==> src/hdl/sgram_state_pkg.sv <==
package sgram_state_pkg;

    // command encoding {cs_n, ras_n, cas_n, we_n, special_function_flag}
    typedef enum logic [3:0] {
        CMD_DESELECT,
        CMD_NOP,
        CMD_BURST_STOP,
        CMD_READ,
        CMD_WRITE,
        CMD_ACTIVATE,
        CMD_PRECHARGE,
        CMD_REFRESH,
        CMD_MODE_LOAD,
        CMD_ACTIVATE_MASKED,
        CMD_BLOCK_WRITE,
        CMD_SPECIAL_MODE_LOAD,
        CMD_UNDEFINED
    } cmd_t;

    typedef enum logic [3:0] {
        ST_IDLE,
        ST_ROW_ACTIVE,
        ST_READ,
        ST_READ_AP,
        ST_WRITE,
        ST_WRITE_AP,
        ST_PRECHARGE,
        ST_REFRESH,
        ST_SELF_REFRESH,
        ST_POWER_DOWN
    } state_t;

    localparam int BANK_BIT      = 9;
    localparam int AP_BIT        = 8;
    localparam int ADDR_W        = 10;
    localparam int REF_ADDR_W    = 10;
    localparam int CNT_W         = 8;
    localparam int CLK_PERIOD_NS = 10;

    // interval figures in ns, counts rounded up to whole cycles
    localparam int ROW_PRECHARGE_INTERVAL_NS = 30;
    localparam int ROW_CYCLE_INTERVAL_NS     = 90;
    localparam int ROW_PRECHARGE_CYCLES =
        (ROW_PRECHARGE_INTERVAL_NS + CLK_PERIOD_NS - 1) / CLK_PERIOD_NS;
    localparam int ROW_CYCLE_CYCLES =
        (ROW_CYCLE_INTERVAL_NS + CLK_PERIOD_NS - 1) / CLK_PERIOD_NS;

    localparam logic [REF_ADDR_W-1:0] REF_ADDR_RESET = 10'h000;
    localparam logic [CNT_W-1:0]      CNT_RESET      = 8'h00;

endpackage : sgram_state_pkg

==> src/hdl/sgram_cmd_decode.sv <==
`timescale 1ns/1ps
module sgram_cmd_decode (
    // command pins
    input  wire logic cs_n,
    input  wire logic ras_n,
    input  wire logic cas_n,
    input  wire logic we_n,
    input  wire logic special_function_flag,
    // decoded command
    output sgram_state_pkg::cmd_t cmd
);
    always_comb begin
        if (cs_n) begin
            cmd = sgram_state_pkg::CMD_DESELECT;
        end else begin
            unique case ({ras_n, cas_n, we_n, special_function_flag})
                4'b1110: cmd = sgram_state_pkg::CMD_NOP;
                4'b1100: cmd = sgram_state_pkg::CMD_BURST_STOP;
                4'b1010: cmd = sgram_state_pkg::CMD_READ;
                4'b1000: cmd = sgram_state_pkg::CMD_WRITE;
                4'b0110: cmd = sgram_state_pkg::CMD_ACTIVATE;
                4'b0100: cmd = sgram_state_pkg::CMD_PRECHARGE;
                4'b0010: cmd = sgram_state_pkg::CMD_REFRESH;
                4'b0000: cmd = sgram_state_pkg::CMD_MODE_LOAD;
                4'b0111: cmd = sgram_state_pkg::CMD_ACTIVATE_MASKED;
                4'b1001: cmd = sgram_state_pkg::CMD_BLOCK_WRITE;
                4'b0001: cmd = sgram_state_pkg::CMD_SPECIAL_MODE_LOAD;
                default: cmd = sgram_state_pkg::CMD_UNDEFINED;
            endcase
        end
    end
endmodule : sgram_cmd_decode

==> src/hdl/sgram_power_and_command_state.sv <==
`timescale 1ns/1ps
module sgram_power_and_command_state #(
    parameter int BURST_LEN = 4
) (
    // clock and reset
    input  wire logic        clk,
    input  wire logic        sys_rst,
    // command pins
    input  wire logic        clk_en,
    input  wire logic        cs_n,
    input  wire logic        ras_n,
    input  wire logic        cas_n,
    input  wire logic        we_n,
    input  wire logic        special_function_flag,
    input  wire logic [9:0]  addr,
    input  wire logic        full_page,
    // state view
    output sgram_state_pkg::state_t state,
    output logic [1:0]       bank_active,
    output logic             suspended,
    output logic             burst_busy,
    output logic             write_mask_en,
    output logic             refresh_busy,
    output logic [9:0]       refresh_addr,
    output logic             mode_load_pulse,
    output logic             special_mode_load_pulse,
    output logic             illegal_cmd
);
    // the controller runs on this clock: a synchroniser would repeat every command
    logic cke_prev_q;
    logic cke_now;

    // reset to the idle level of clock enable, so no false edge follows reset
    always_ff @(posedge clk) begin
        if (sys_rst) begin
            cke_prev_q <= 1'b1;
        end else begin
            cke_prev_q <= clk_en;
        end
    end

    assign cke_now = clk_en;

    sgram_state_pkg::cmd_t cmd;
    sgram_cmd_decode u_decode (
        .cs_n                  (cs_n),
        .ras_n                 (ras_n),
        .cas_n                 (cas_n),
        .we_n                  (we_n),
        .special_function_flag (special_function_flag),
        .cmd                   (cmd)
    );

    function automatic logic is_nop_like(input sgram_state_pkg::cmd_t c);
        return c == sgram_state_pkg::CMD_DESELECT || c == sgram_state_pkg::CMD_NOP;
    endfunction : is_nop_like

    logic bank_sel;
    assign bank_sel = addr[sgram_state_pkg::BANK_BIT];
    logic ap_bit;
    assign ap_bit = addr[sgram_state_pkg::AP_BIT];

    sgram_state_pkg::state_t state_q, state_d;
    logic [1:0] bank_q, bank_d;
    logic       susp_q, susp_d;
    logic [7:0] cnt_q, cnt_d;
    logic       mask_q, mask_d;
    logic       illegal_d, mload_d, smload_d, ref_inc;
    logic       cmd_cycle;

    // commands only act with clock enable high in the previous cycle
    assign cmd_cycle = cke_prev_q && !susp_q;

    always_comb begin
        state_d   = state_q;
        bank_d    = bank_q;
        susp_d    = susp_q;
        cnt_d     = cnt_q;
        mask_d    = mask_q;
        illegal_d = 1'b0;
        mload_d   = 1'b0;
        smload_d  = 1'b0;
        ref_inc   = 1'b0;
        // internal operations continue regardless of suspend
        if ((state_q == sgram_state_pkg::ST_READ || state_q == sgram_state_pkg::ST_WRITE
             || state_q == sgram_state_pkg::ST_READ_AP
             || state_q == sgram_state_pkg::ST_WRITE_AP) && !full_page) begin
            if (cnt_q != 8'h00) cnt_d = cnt_q - 8'h01;
        end
        if (susp_q) begin
            if (cke_now) susp_d = 1'b0;
        end
        unique case (state_q)
            sgram_state_pkg::ST_IDLE: begin
                if (cke_prev_q && !cke_now) begin
                    if (cmd == sgram_state_pkg::CMD_REFRESH) begin
                        state_d = sgram_state_pkg::ST_SELF_REFRESH;
                    end else if (cmd == sgram_state_pkg::CMD_NOP) begin
                        state_d = sgram_state_pkg::ST_POWER_DOWN;
                    end
                end else if (cmd_cycle) begin
                    unique case (cmd)
                        sgram_state_pkg::CMD_REFRESH: begin
                            state_d = sgram_state_pkg::ST_REFRESH;
                            cnt_d   = 8'(sgram_state_pkg::ROW_CYCLE_CYCLES - 1);
                            ref_inc = 1'b1;
                        end
                        sgram_state_pkg::CMD_ACTIVATE,
                        sgram_state_pkg::CMD_ACTIVATE_MASKED: begin
                            state_d = sgram_state_pkg::ST_ROW_ACTIVE;
                            bank_d  = bank_sel ? 2'b10 : 2'b01;
                            mask_d  = (cmd == sgram_state_pkg::CMD_ACTIVATE_MASKED);
                        end
                        sgram_state_pkg::CMD_MODE_LOAD: mload_d = 1'b1;
                        sgram_state_pkg::CMD_SPECIAL_MODE_LOAD: smload_d = 1'b1;
                        sgram_state_pkg::CMD_READ, sgram_state_pkg::CMD_WRITE,
                        sgram_state_pkg::CMD_BLOCK_WRITE,
                        sgram_state_pkg::CMD_UNDEFINED: illegal_d = 1'b1;
                        default: ;
                    endcase
                end
            end
            sgram_state_pkg::ST_REFRESH: begin
                if (cmd_cycle && !(is_nop_like(cmd) || cmd == sgram_state_pkg::CMD_BURST_STOP))
                    illegal_d = 1'b1;
                if (cnt_q == 8'h00) begin
                    state_d = sgram_state_pkg::ST_IDLE;
                    bank_d  = 2'b00;
                end else begin
                    cnt_d = cnt_q - 8'h01;
                end
            end
            sgram_state_pkg::ST_SELF_REFRESH: begin
                if (!cke_prev_q && cke_now && is_nop_like(cmd))
                    state_d = sgram_state_pkg::ST_IDLE;
            end
            sgram_state_pkg::ST_POWER_DOWN: begin
                if (!cke_prev_q && cke_now && is_nop_like(cmd))
                    state_d = sgram_state_pkg::ST_IDLE;
            end
            sgram_state_pkg::ST_PRECHARGE: begin
                if (cmd_cycle && !is_nop_like(cmd)) illegal_d = 1'b1;
                if (cnt_q == 8'h00) state_d = sgram_state_pkg::ST_IDLE;
                else cnt_d = cnt_q - 8'h01;
            end
            default: begin
                // row active, read, write and auto precharge states
                if (cke_prev_q && !cke_now) begin
                    susp_d = 1'b1;
                end else if (cmd_cycle) begin
                    unique case (cmd)
                        sgram_state_pkg::CMD_DESELECT, sgram_state_pkg::CMD_NOP: ;
                        sgram_state_pkg::CMD_ACTIVATE,
                        sgram_state_pkg::CMD_ACTIVATE_MASKED: begin
                            if (bank_q[bank_sel]) begin
                                illegal_d = 1'b1;
                            end else begin
                                bank_d[bank_sel] = 1'b1;
                                if (cmd == sgram_state_pkg::CMD_ACTIVATE_MASKED)
                                    mask_d = 1'b1;
                            end
                        end
                        default: begin
                            if (state_q == sgram_state_pkg::ST_READ_AP
                                || state_q == sgram_state_pkg::ST_WRITE_AP) begin
                                illegal_d = 1'b1;
                            end else begin
                                unique case (cmd)
                                    sgram_state_pkg::CMD_BURST_STOP: begin
                                        if (state_q != sgram_state_pkg::ST_ROW_ACTIVE)
                                            state_d = sgram_state_pkg::ST_ROW_ACTIVE;
                                    end
                                    sgram_state_pkg::CMD_READ: begin
                                        state_d = ap_bit ? sgram_state_pkg::ST_READ_AP
                                                         : sgram_state_pkg::ST_READ;
                                        cnt_d   = 8'(BURST_LEN - 1);
                                    end
                                    sgram_state_pkg::CMD_WRITE,
                                    sgram_state_pkg::CMD_BLOCK_WRITE: begin
                                        state_d = ap_bit ? sgram_state_pkg::ST_WRITE_AP
                                                         : sgram_state_pkg::ST_WRITE;
                                        cnt_d   = (cmd == sgram_state_pkg::CMD_BLOCK_WRITE)
                                                  ? 8'h00 : 8'(BURST_LEN - 1);
                                    end
                                    sgram_state_pkg::CMD_PRECHARGE: begin
                                        if (ap_bit || bank_q == (bank_sel ? 2'b10 : 2'b01)) begin
                                            state_d = sgram_state_pkg::ST_PRECHARGE;
                                            bank_d  = 2'b00;
                                            mask_d  = 1'b0;
                                            cnt_d   = 8'(sgram_state_pkg::ROW_PRECHARGE_CYCLES - 1);
                                        end else begin
                                            bank_d[bank_sel] = 1'b0;
                                        end
                                    end
                                    sgram_state_pkg::CMD_SPECIAL_MODE_LOAD: begin
                                        if (state_q == sgram_state_pkg::ST_ROW_ACTIVE)
                                            smload_d = 1'b1;
                                        else
                                            illegal_d = 1'b1;
                                    end
                                    default: illegal_d = 1'b1;
                                endcase
                            end
                        end
                    endcase
                end
                // burst completion, also under suspend
                if (state_d == state_q && cnt_q == 8'h00 && !full_page) begin
                    unique case (state_q)
                        sgram_state_pkg::ST_READ, sgram_state_pkg::ST_WRITE:
                            state_d = sgram_state_pkg::ST_ROW_ACTIVE;
                        sgram_state_pkg::ST_READ_AP, sgram_state_pkg::ST_WRITE_AP: begin
                            state_d = sgram_state_pkg::ST_PRECHARGE;
                            bank_d  = 2'b00;
                            mask_d  = 1'b0;
                            cnt_d   = 8'(sgram_state_pkg::ROW_PRECHARGE_CYCLES - 1);
                        end
                        default: ;
                    endcase
                end
            end
        endcase
        if (illegal_d) begin
            state_d = state_q;
            bank_d  = bank_q;
            mask_d  = mask_q;
        end
    end

    always_ff @(posedge clk) begin
        if (sys_rst) begin
            state_q <= sgram_state_pkg::ST_IDLE;
            bank_q  <= 2'b00;
            susp_q  <= 1'b0;
            cnt_q   <= sgram_state_pkg::CNT_RESET;
            mask_q  <= 1'b0;
        end else begin
            state_q <= state_d;
            bank_q  <= bank_d;
            susp_q  <= susp_d;
            cnt_q   <= cnt_d;
            mask_q  <= mask_d;
        end
    end

    // refresh counter wraps so the full array is covered every 1024 refreshes
    logic [9:0] ref_addr_q;
    always_ff @(posedge clk) begin
        if (sys_rst) ref_addr_q <= sgram_state_pkg::REF_ADDR_RESET;
        else if (ref_inc) ref_addr_q <= ref_addr_q + 10'h001;
    end

    logic illegal_q, mload_q, smload_q;
    always_ff @(posedge clk) begin
        if (sys_rst) begin
            illegal_q <= 1'b0;
            mload_q   <= 1'b0;
            smload_q  <= 1'b0;
        end else begin
            illegal_q <= illegal_d;
            mload_q   <= mload_d;
            smload_q  <= smload_d;
        end
    end

    assign state                   = state_q;
    assign bank_active             = bank_q;
    assign suspended               = susp_q;
    assign write_mask_en           = mask_q;
    assign refresh_busy            = (state_q == sgram_state_pkg::ST_REFRESH);
    assign refresh_addr            = ref_addr_q;
    assign burst_busy              = (state_q == sgram_state_pkg::ST_READ)
                                  || (state_q == sgram_state_pkg::ST_READ_AP)
                                  || (state_q == sgram_state_pkg::ST_WRITE)
                                  || (state_q == sgram_state_pkg::ST_WRITE_AP);
    assign mode_load_pulse         = mload_q;
    assign special_mode_load_pulse = smload_q;
    assign illegal_cmd             = illegal_q;

    a_idle_no_bank: assert property (@(posedge clk) disable iff (sys_rst)
        state_q == sgram_state_pkg::ST_IDLE |-> bank_q == 2'b00)
        else $error("bank active in idle");

    a_refresh_counts: assert property (@(posedge clk) disable iff (sys_rst)
        ref_inc |=> ref_addr_q == $past(ref_addr_q) + 10'h001)
        else $error("refresh address did not advance");

    a_refresh_ends: assert property (@(posedge clk) disable iff (sys_rst)
        $rose(refresh_busy) |-> ##[1:20] state_q == sgram_state_pkg::ST_IDLE)
        else $error("auto refresh did not return to idle");

    a_suspend_entry: assert property (@(posedge clk) disable iff (sys_rst)
        (cke_prev_q && !cke_now && !susp_q && bank_q != 2'b00
         && state_q != sgram_state_pkg::ST_PRECHARGE) |=> susp_q)
        else $error("clock suspend not entered");

    a_suspend_exit: assert property (@(posedge clk) disable iff (sys_rst)
        susp_q && cke_now |=> !susp_q)
        else $error("clock suspend not left");

    a_illegal_holds: assert property (@(posedge clk) disable iff (sys_rst)
        illegal_d |=> state_q == $past(state_q) && illegal_cmd)
        else $error("illegal command changed state");

    a_precharge_ends: assert property (@(posedge clk) disable iff (sys_rst)
        $rose(state_q == sgram_state_pkg::ST_PRECHARGE) |-> ##[1:10]
        state_q == sgram_state_pkg::ST_IDLE)
        else $error("precharge did not reach idle");

    a_power_down_entry: assert property (@(posedge clk) disable iff (sys_rst)
        state_q == sgram_state_pkg::ST_IDLE && cke_prev_q && !cke_now
        && cmd == sgram_state_pkg::CMD_NOP |=> state_q == sgram_state_pkg::ST_POWER_DOWN)
        else $error("power down not entered");

    a_self_refresh_entry: assert property (@(posedge clk) disable iff (sys_rst)
        state_q == sgram_state_pkg::ST_IDLE && cke_prev_q && !cke_now
        && cmd == sgram_state_pkg::CMD_REFRESH |=> state_q == sgram_state_pkg::ST_SELF_REFRESH)
        else $error("self refresh not entered");

    a_power_down_exit: assert property (@(posedge clk) disable iff (sys_rst)
        state_q == sgram_state_pkg::ST_POWER_DOWN && !cke_prev_q && cke_now
        && is_nop_like(cmd) |=> state_q == sgram_state_pkg::ST_IDLE)
        else $error("power down not left");

endmodule : sgram_power_and_command_state

==> config.mk <==
export PLATFORM = sky130hd
export DESIGN_NAME = sgram_power_and_command_state
export DESIGN_NICKNAME = d
export VERILOG_FILES = /design/src/hdl/sgram_state_pkg.sv /design/src/hdl/sgram_cmd_decode.sv /design/src/hdl/sgram_power_and_command_state.sv
export SDC_FILE = /design/constraint.sdc
export NUM_CORES = 1
export LEC_CHECK = 0
export BUFFER_PORTS_ARGS = -buffer_cell sky130_fd_sc_hd__buf_2
export CORE_UTILIZATION = 40
export CTS_CLUSTER_DIAMETER = 60
export DETAILED_ROUTE_END_ITERATION = 10
export GPL_ROUTABILITY_DRIVEN = 0
export PLACE_DENSITY = 0.68
export RECOVER_POWER = 25
export SLEW_MARGIN = 20
export SYNTH_ARGS = -nofsm -noshare
export SYNTH_HDL_FRONTEND = slang
export SYNTH_SLANG_ARGS = --single-unit
==> constraint.sdc <==
create_clock -name clk -period 2.8 [get_ports clk]
set_clock_uncertainty 0.1 [all_clocks]
set_input_delay 0.28 -clock clk [delete_from_list [all_inputs] [get_ports clk]]
set_output_delay 0.28 -clock clk [all_outputs]
set_load 0.02 [all_outputs]
==> results.cfg <==
[timing]
setup_viol = 0
slew-limit-headroom_pct = 54.08
worst_slack_ns = 0.1667
finalSetupTns_ns = 0
hold_violations = 0
rsz0062_at_grt = false
worst-slew-pin-transition_ns = 0.6835
max_freq_mhz = 379.7
finalWorstPathRequiredPeriod_ns = 2.633
maxSlewViolCount = 0
post-route-period-util_pct = 94.05

[detailed_routing]
first_iter_violations = 176
antenna_left = 0
vias = 2919
drt_pass1_iterations = 5
wl_um = 7616
drc = 0
wire_per_inst_um = 15.29
viasPerCell = 5.861

[power]
finalPower_w = 0.002610
irDropWorstVdd_mv = 0.6443
cellLeakagePower_nw = 1.242
powerDensity_nw_per_um2 = 819.8

[run]
maxCapViolCount = 0

[layout]
antenna_cells = 0
drive_gt1_share_pct = 19.71
post-route-util_pct = 50.44
fin_nets = 449
layout_common_cells = 40 x nand2_1, 39 x buf_4, 38 x nor2_1
syn2layout_area_growth_pct = 21.83
final_common_cell = nand2_1
design_area_sq_um = 3184

[global_routing]
grt_usage_pct = 22.52
antenna_found_initial = 0
grt_pass1_wl_um = 12770
grt-ovfl-total = 0
grt_max_degree = 32
grt_pass1_vias = 2754

[cts]
cts_setup_buffers = 0
clock_path_buffers = 2
cts.sink_count = 30
h-tree-depth = 2
clock_latency_ns = 0.28
cts.clk_slew.worst_paths_ns = 0.06
cts_tree = done
cts_root_buf = clkbuf_8
numCtsBuffers = 5

[run_status]
status = finished clean

[logic_synthesis]
synthXorXnorAreaFrac_pct = 4.691
synthArstFlopShare_pct = 0
synth_cell_type_count = 64
synth_edf_count = 0
synth_nets = 385
ys.flop_type = dfxtp_1
synth_seq_cells = 30
muxShareOfSynthArea_pct = 2.872
yosys.area_share.simple_pct = 29.15
synth_fa_ha_area_share_pct = 4.787
ys_warn_count = 0
synth_top_family_by_area = compound AO/OA/AOI/OAI gates
synth_compound_area_share_pct = 31.21
syn-instance-count = 356
avgSynthCellArea_sq_um = 7.342
seq_area_frac_synth_pct = 22.98
syn_area_sq_um = 2614

[critical_path]
cp-end-kind = register
arrival_ns = 2.71
cp_slowest_cell = or4b_2
required_ns = 2.88
cp_max_fo = 4
start_kind = primary input
crit_type = in2reg
critical_path.max_stage_delay_ns = 0.65
crit_top_cell = nand3_1
crit_family = simple AND/OR/NAND/NOR gates
crit_buf_inv = 3
critical_path.cell_chain = buf_2 -> inv_1 -> ha_1 -> nand2b_1 -> nand4b_1 -> buf_4 -> nand3_2 -> or4b_2 -> nand3_1 -> o2111a_1 -> nand3_1 -> a32o_1

[place]
post-dp-hpwl_um = 5832
place_area_sq_um = 3097
dpl_worst_slack_ns = -0.08369
port_buffers = 33

[floorplanning]
core-area_sq_um = 6314
chipHeight_um = 82.84
fp.dieArea_sq_um = 6862
fp.dieW_um = 82.84
io-pin-count = 42
start_util_pct = 41.40
rows = 29

[hold_path]
hp-class = in2reg
==> flip-flops by register name (all words and copies together), names as in the netlist <==
signal,count
special_mode_load_pulse,1
suspended,1
cke_prev_q,1
refresh_addr,10
state,4
write_mask_en,1
cnt_q,8
bank_active,2
mode_load_pulse,1
illegal_cmd,1
==> path summary, 6_finish.rpt <==
kind | start | to | slack [ns] | depth (start not counted)
hold / removal | clk_en | cke_prev_q$_SDFF_PP1_ | 0.14 | 2
hold reg to reg | refresh_addr[9]$_SDFFE_PP0P_ | refresh_addr[9]$_SDFFE_PP0P_ | 0.39 | 2
setup reg to reg | cnt_q[3]$_SDFF_PP0_ | cnt_q[5]$_SDFF_PP0_ | 0.30 | 7
setup / recovery | we_n | state[3]$_SDFFE_PP0P_ | 0.17 | 12
==> stage by stage <==
stage | hold WS [ns] | std cells
2_1_floorplan | 0.2999 | 356
3_3_place_gp | 0.3674 | 490
3_5_place_dp | 0.3806 | 490
4_1_cts | 0.1351 | 498
5_1_grt | 0.1559 | 498
6_report | 0.1389 | 498
==> cell type report <==
cell class	count	area, sq um
clock buffer	7	86.33
clock inverter	1	5.005
fill	622	3129
inverter	11	41.29
multi-input combinational	300	1912
sequential	30	600.6
tap	77	96.34
timing repair buffer	72	442.9
==> cell families after synthesis <==
family,after synthesis
AO/OA/AOI/OAI,118
multiplexers,6
adder cells (fa/ha/maj),10
AND/OR/NAND/NOR,152
flip-flops,30
buffers and inverters,26
XOR/XNOR,14
==> what timing repair did <==
action | in CTS | in global routing
gates resized for setup | 0 | 1
endpoints found under the setup margin | 0 | 1
hold buffers | 0 | 0
==> synthesized netlist by cell type, types with 3 or more instances <==
cell type	number	share of area [%]
o21a_1	7	2.0
a21o_1	3	0.86
and2_1	7	1.7
ha_1	10	4.8
nand3_1	8	1.5
xor2_1	9	3.0
nor2b_1	7	1.7
a21oi_1	35	6.7
or3_1	7	1.7
nand3b_1	5	1.4
buf_2	3	0.57
o21ai_0	23	4.4
nor4_1	3	0.72
nand2_1	40	5.7
o22ai_1	4	0.96
o211ai_1	7	2.0
dfxtp_1	30	23
xnor2_1	5	1.7
nor2_1	38	5.5
a211oi_1	5	1.4
nand2b_1	10	2.4
inv_1	10	1.4
mux2i_1	3	1.1
nor3_1	9	1.7
clkbuf_1	10	1.4
a221oi_1	3	1.0
and3_1	4	0.96
nand4_1	3	0.72
==> power breakdown <==
part           switching (W)  internal [W]  leakage (nW)
clock               0.000168      0.000198        0.0482
sequential         0.0000984      0.000497         0.244
combinational        0.00101      0.000639         0.950
==> metal layers <==
layer | GRT usage (%) | vias to the layer above | share of wire (%)
met5 | 0 | - | 0
li1 | - | 1445 | -
met3 | 4.374 | 26 | 5.7
met1 | 29.63 | 1339 | 46
met2 | 35.92 | 109 | 45
met4 | 9.561 | 0 | 3.3
(Power assumes the default switching activity.)
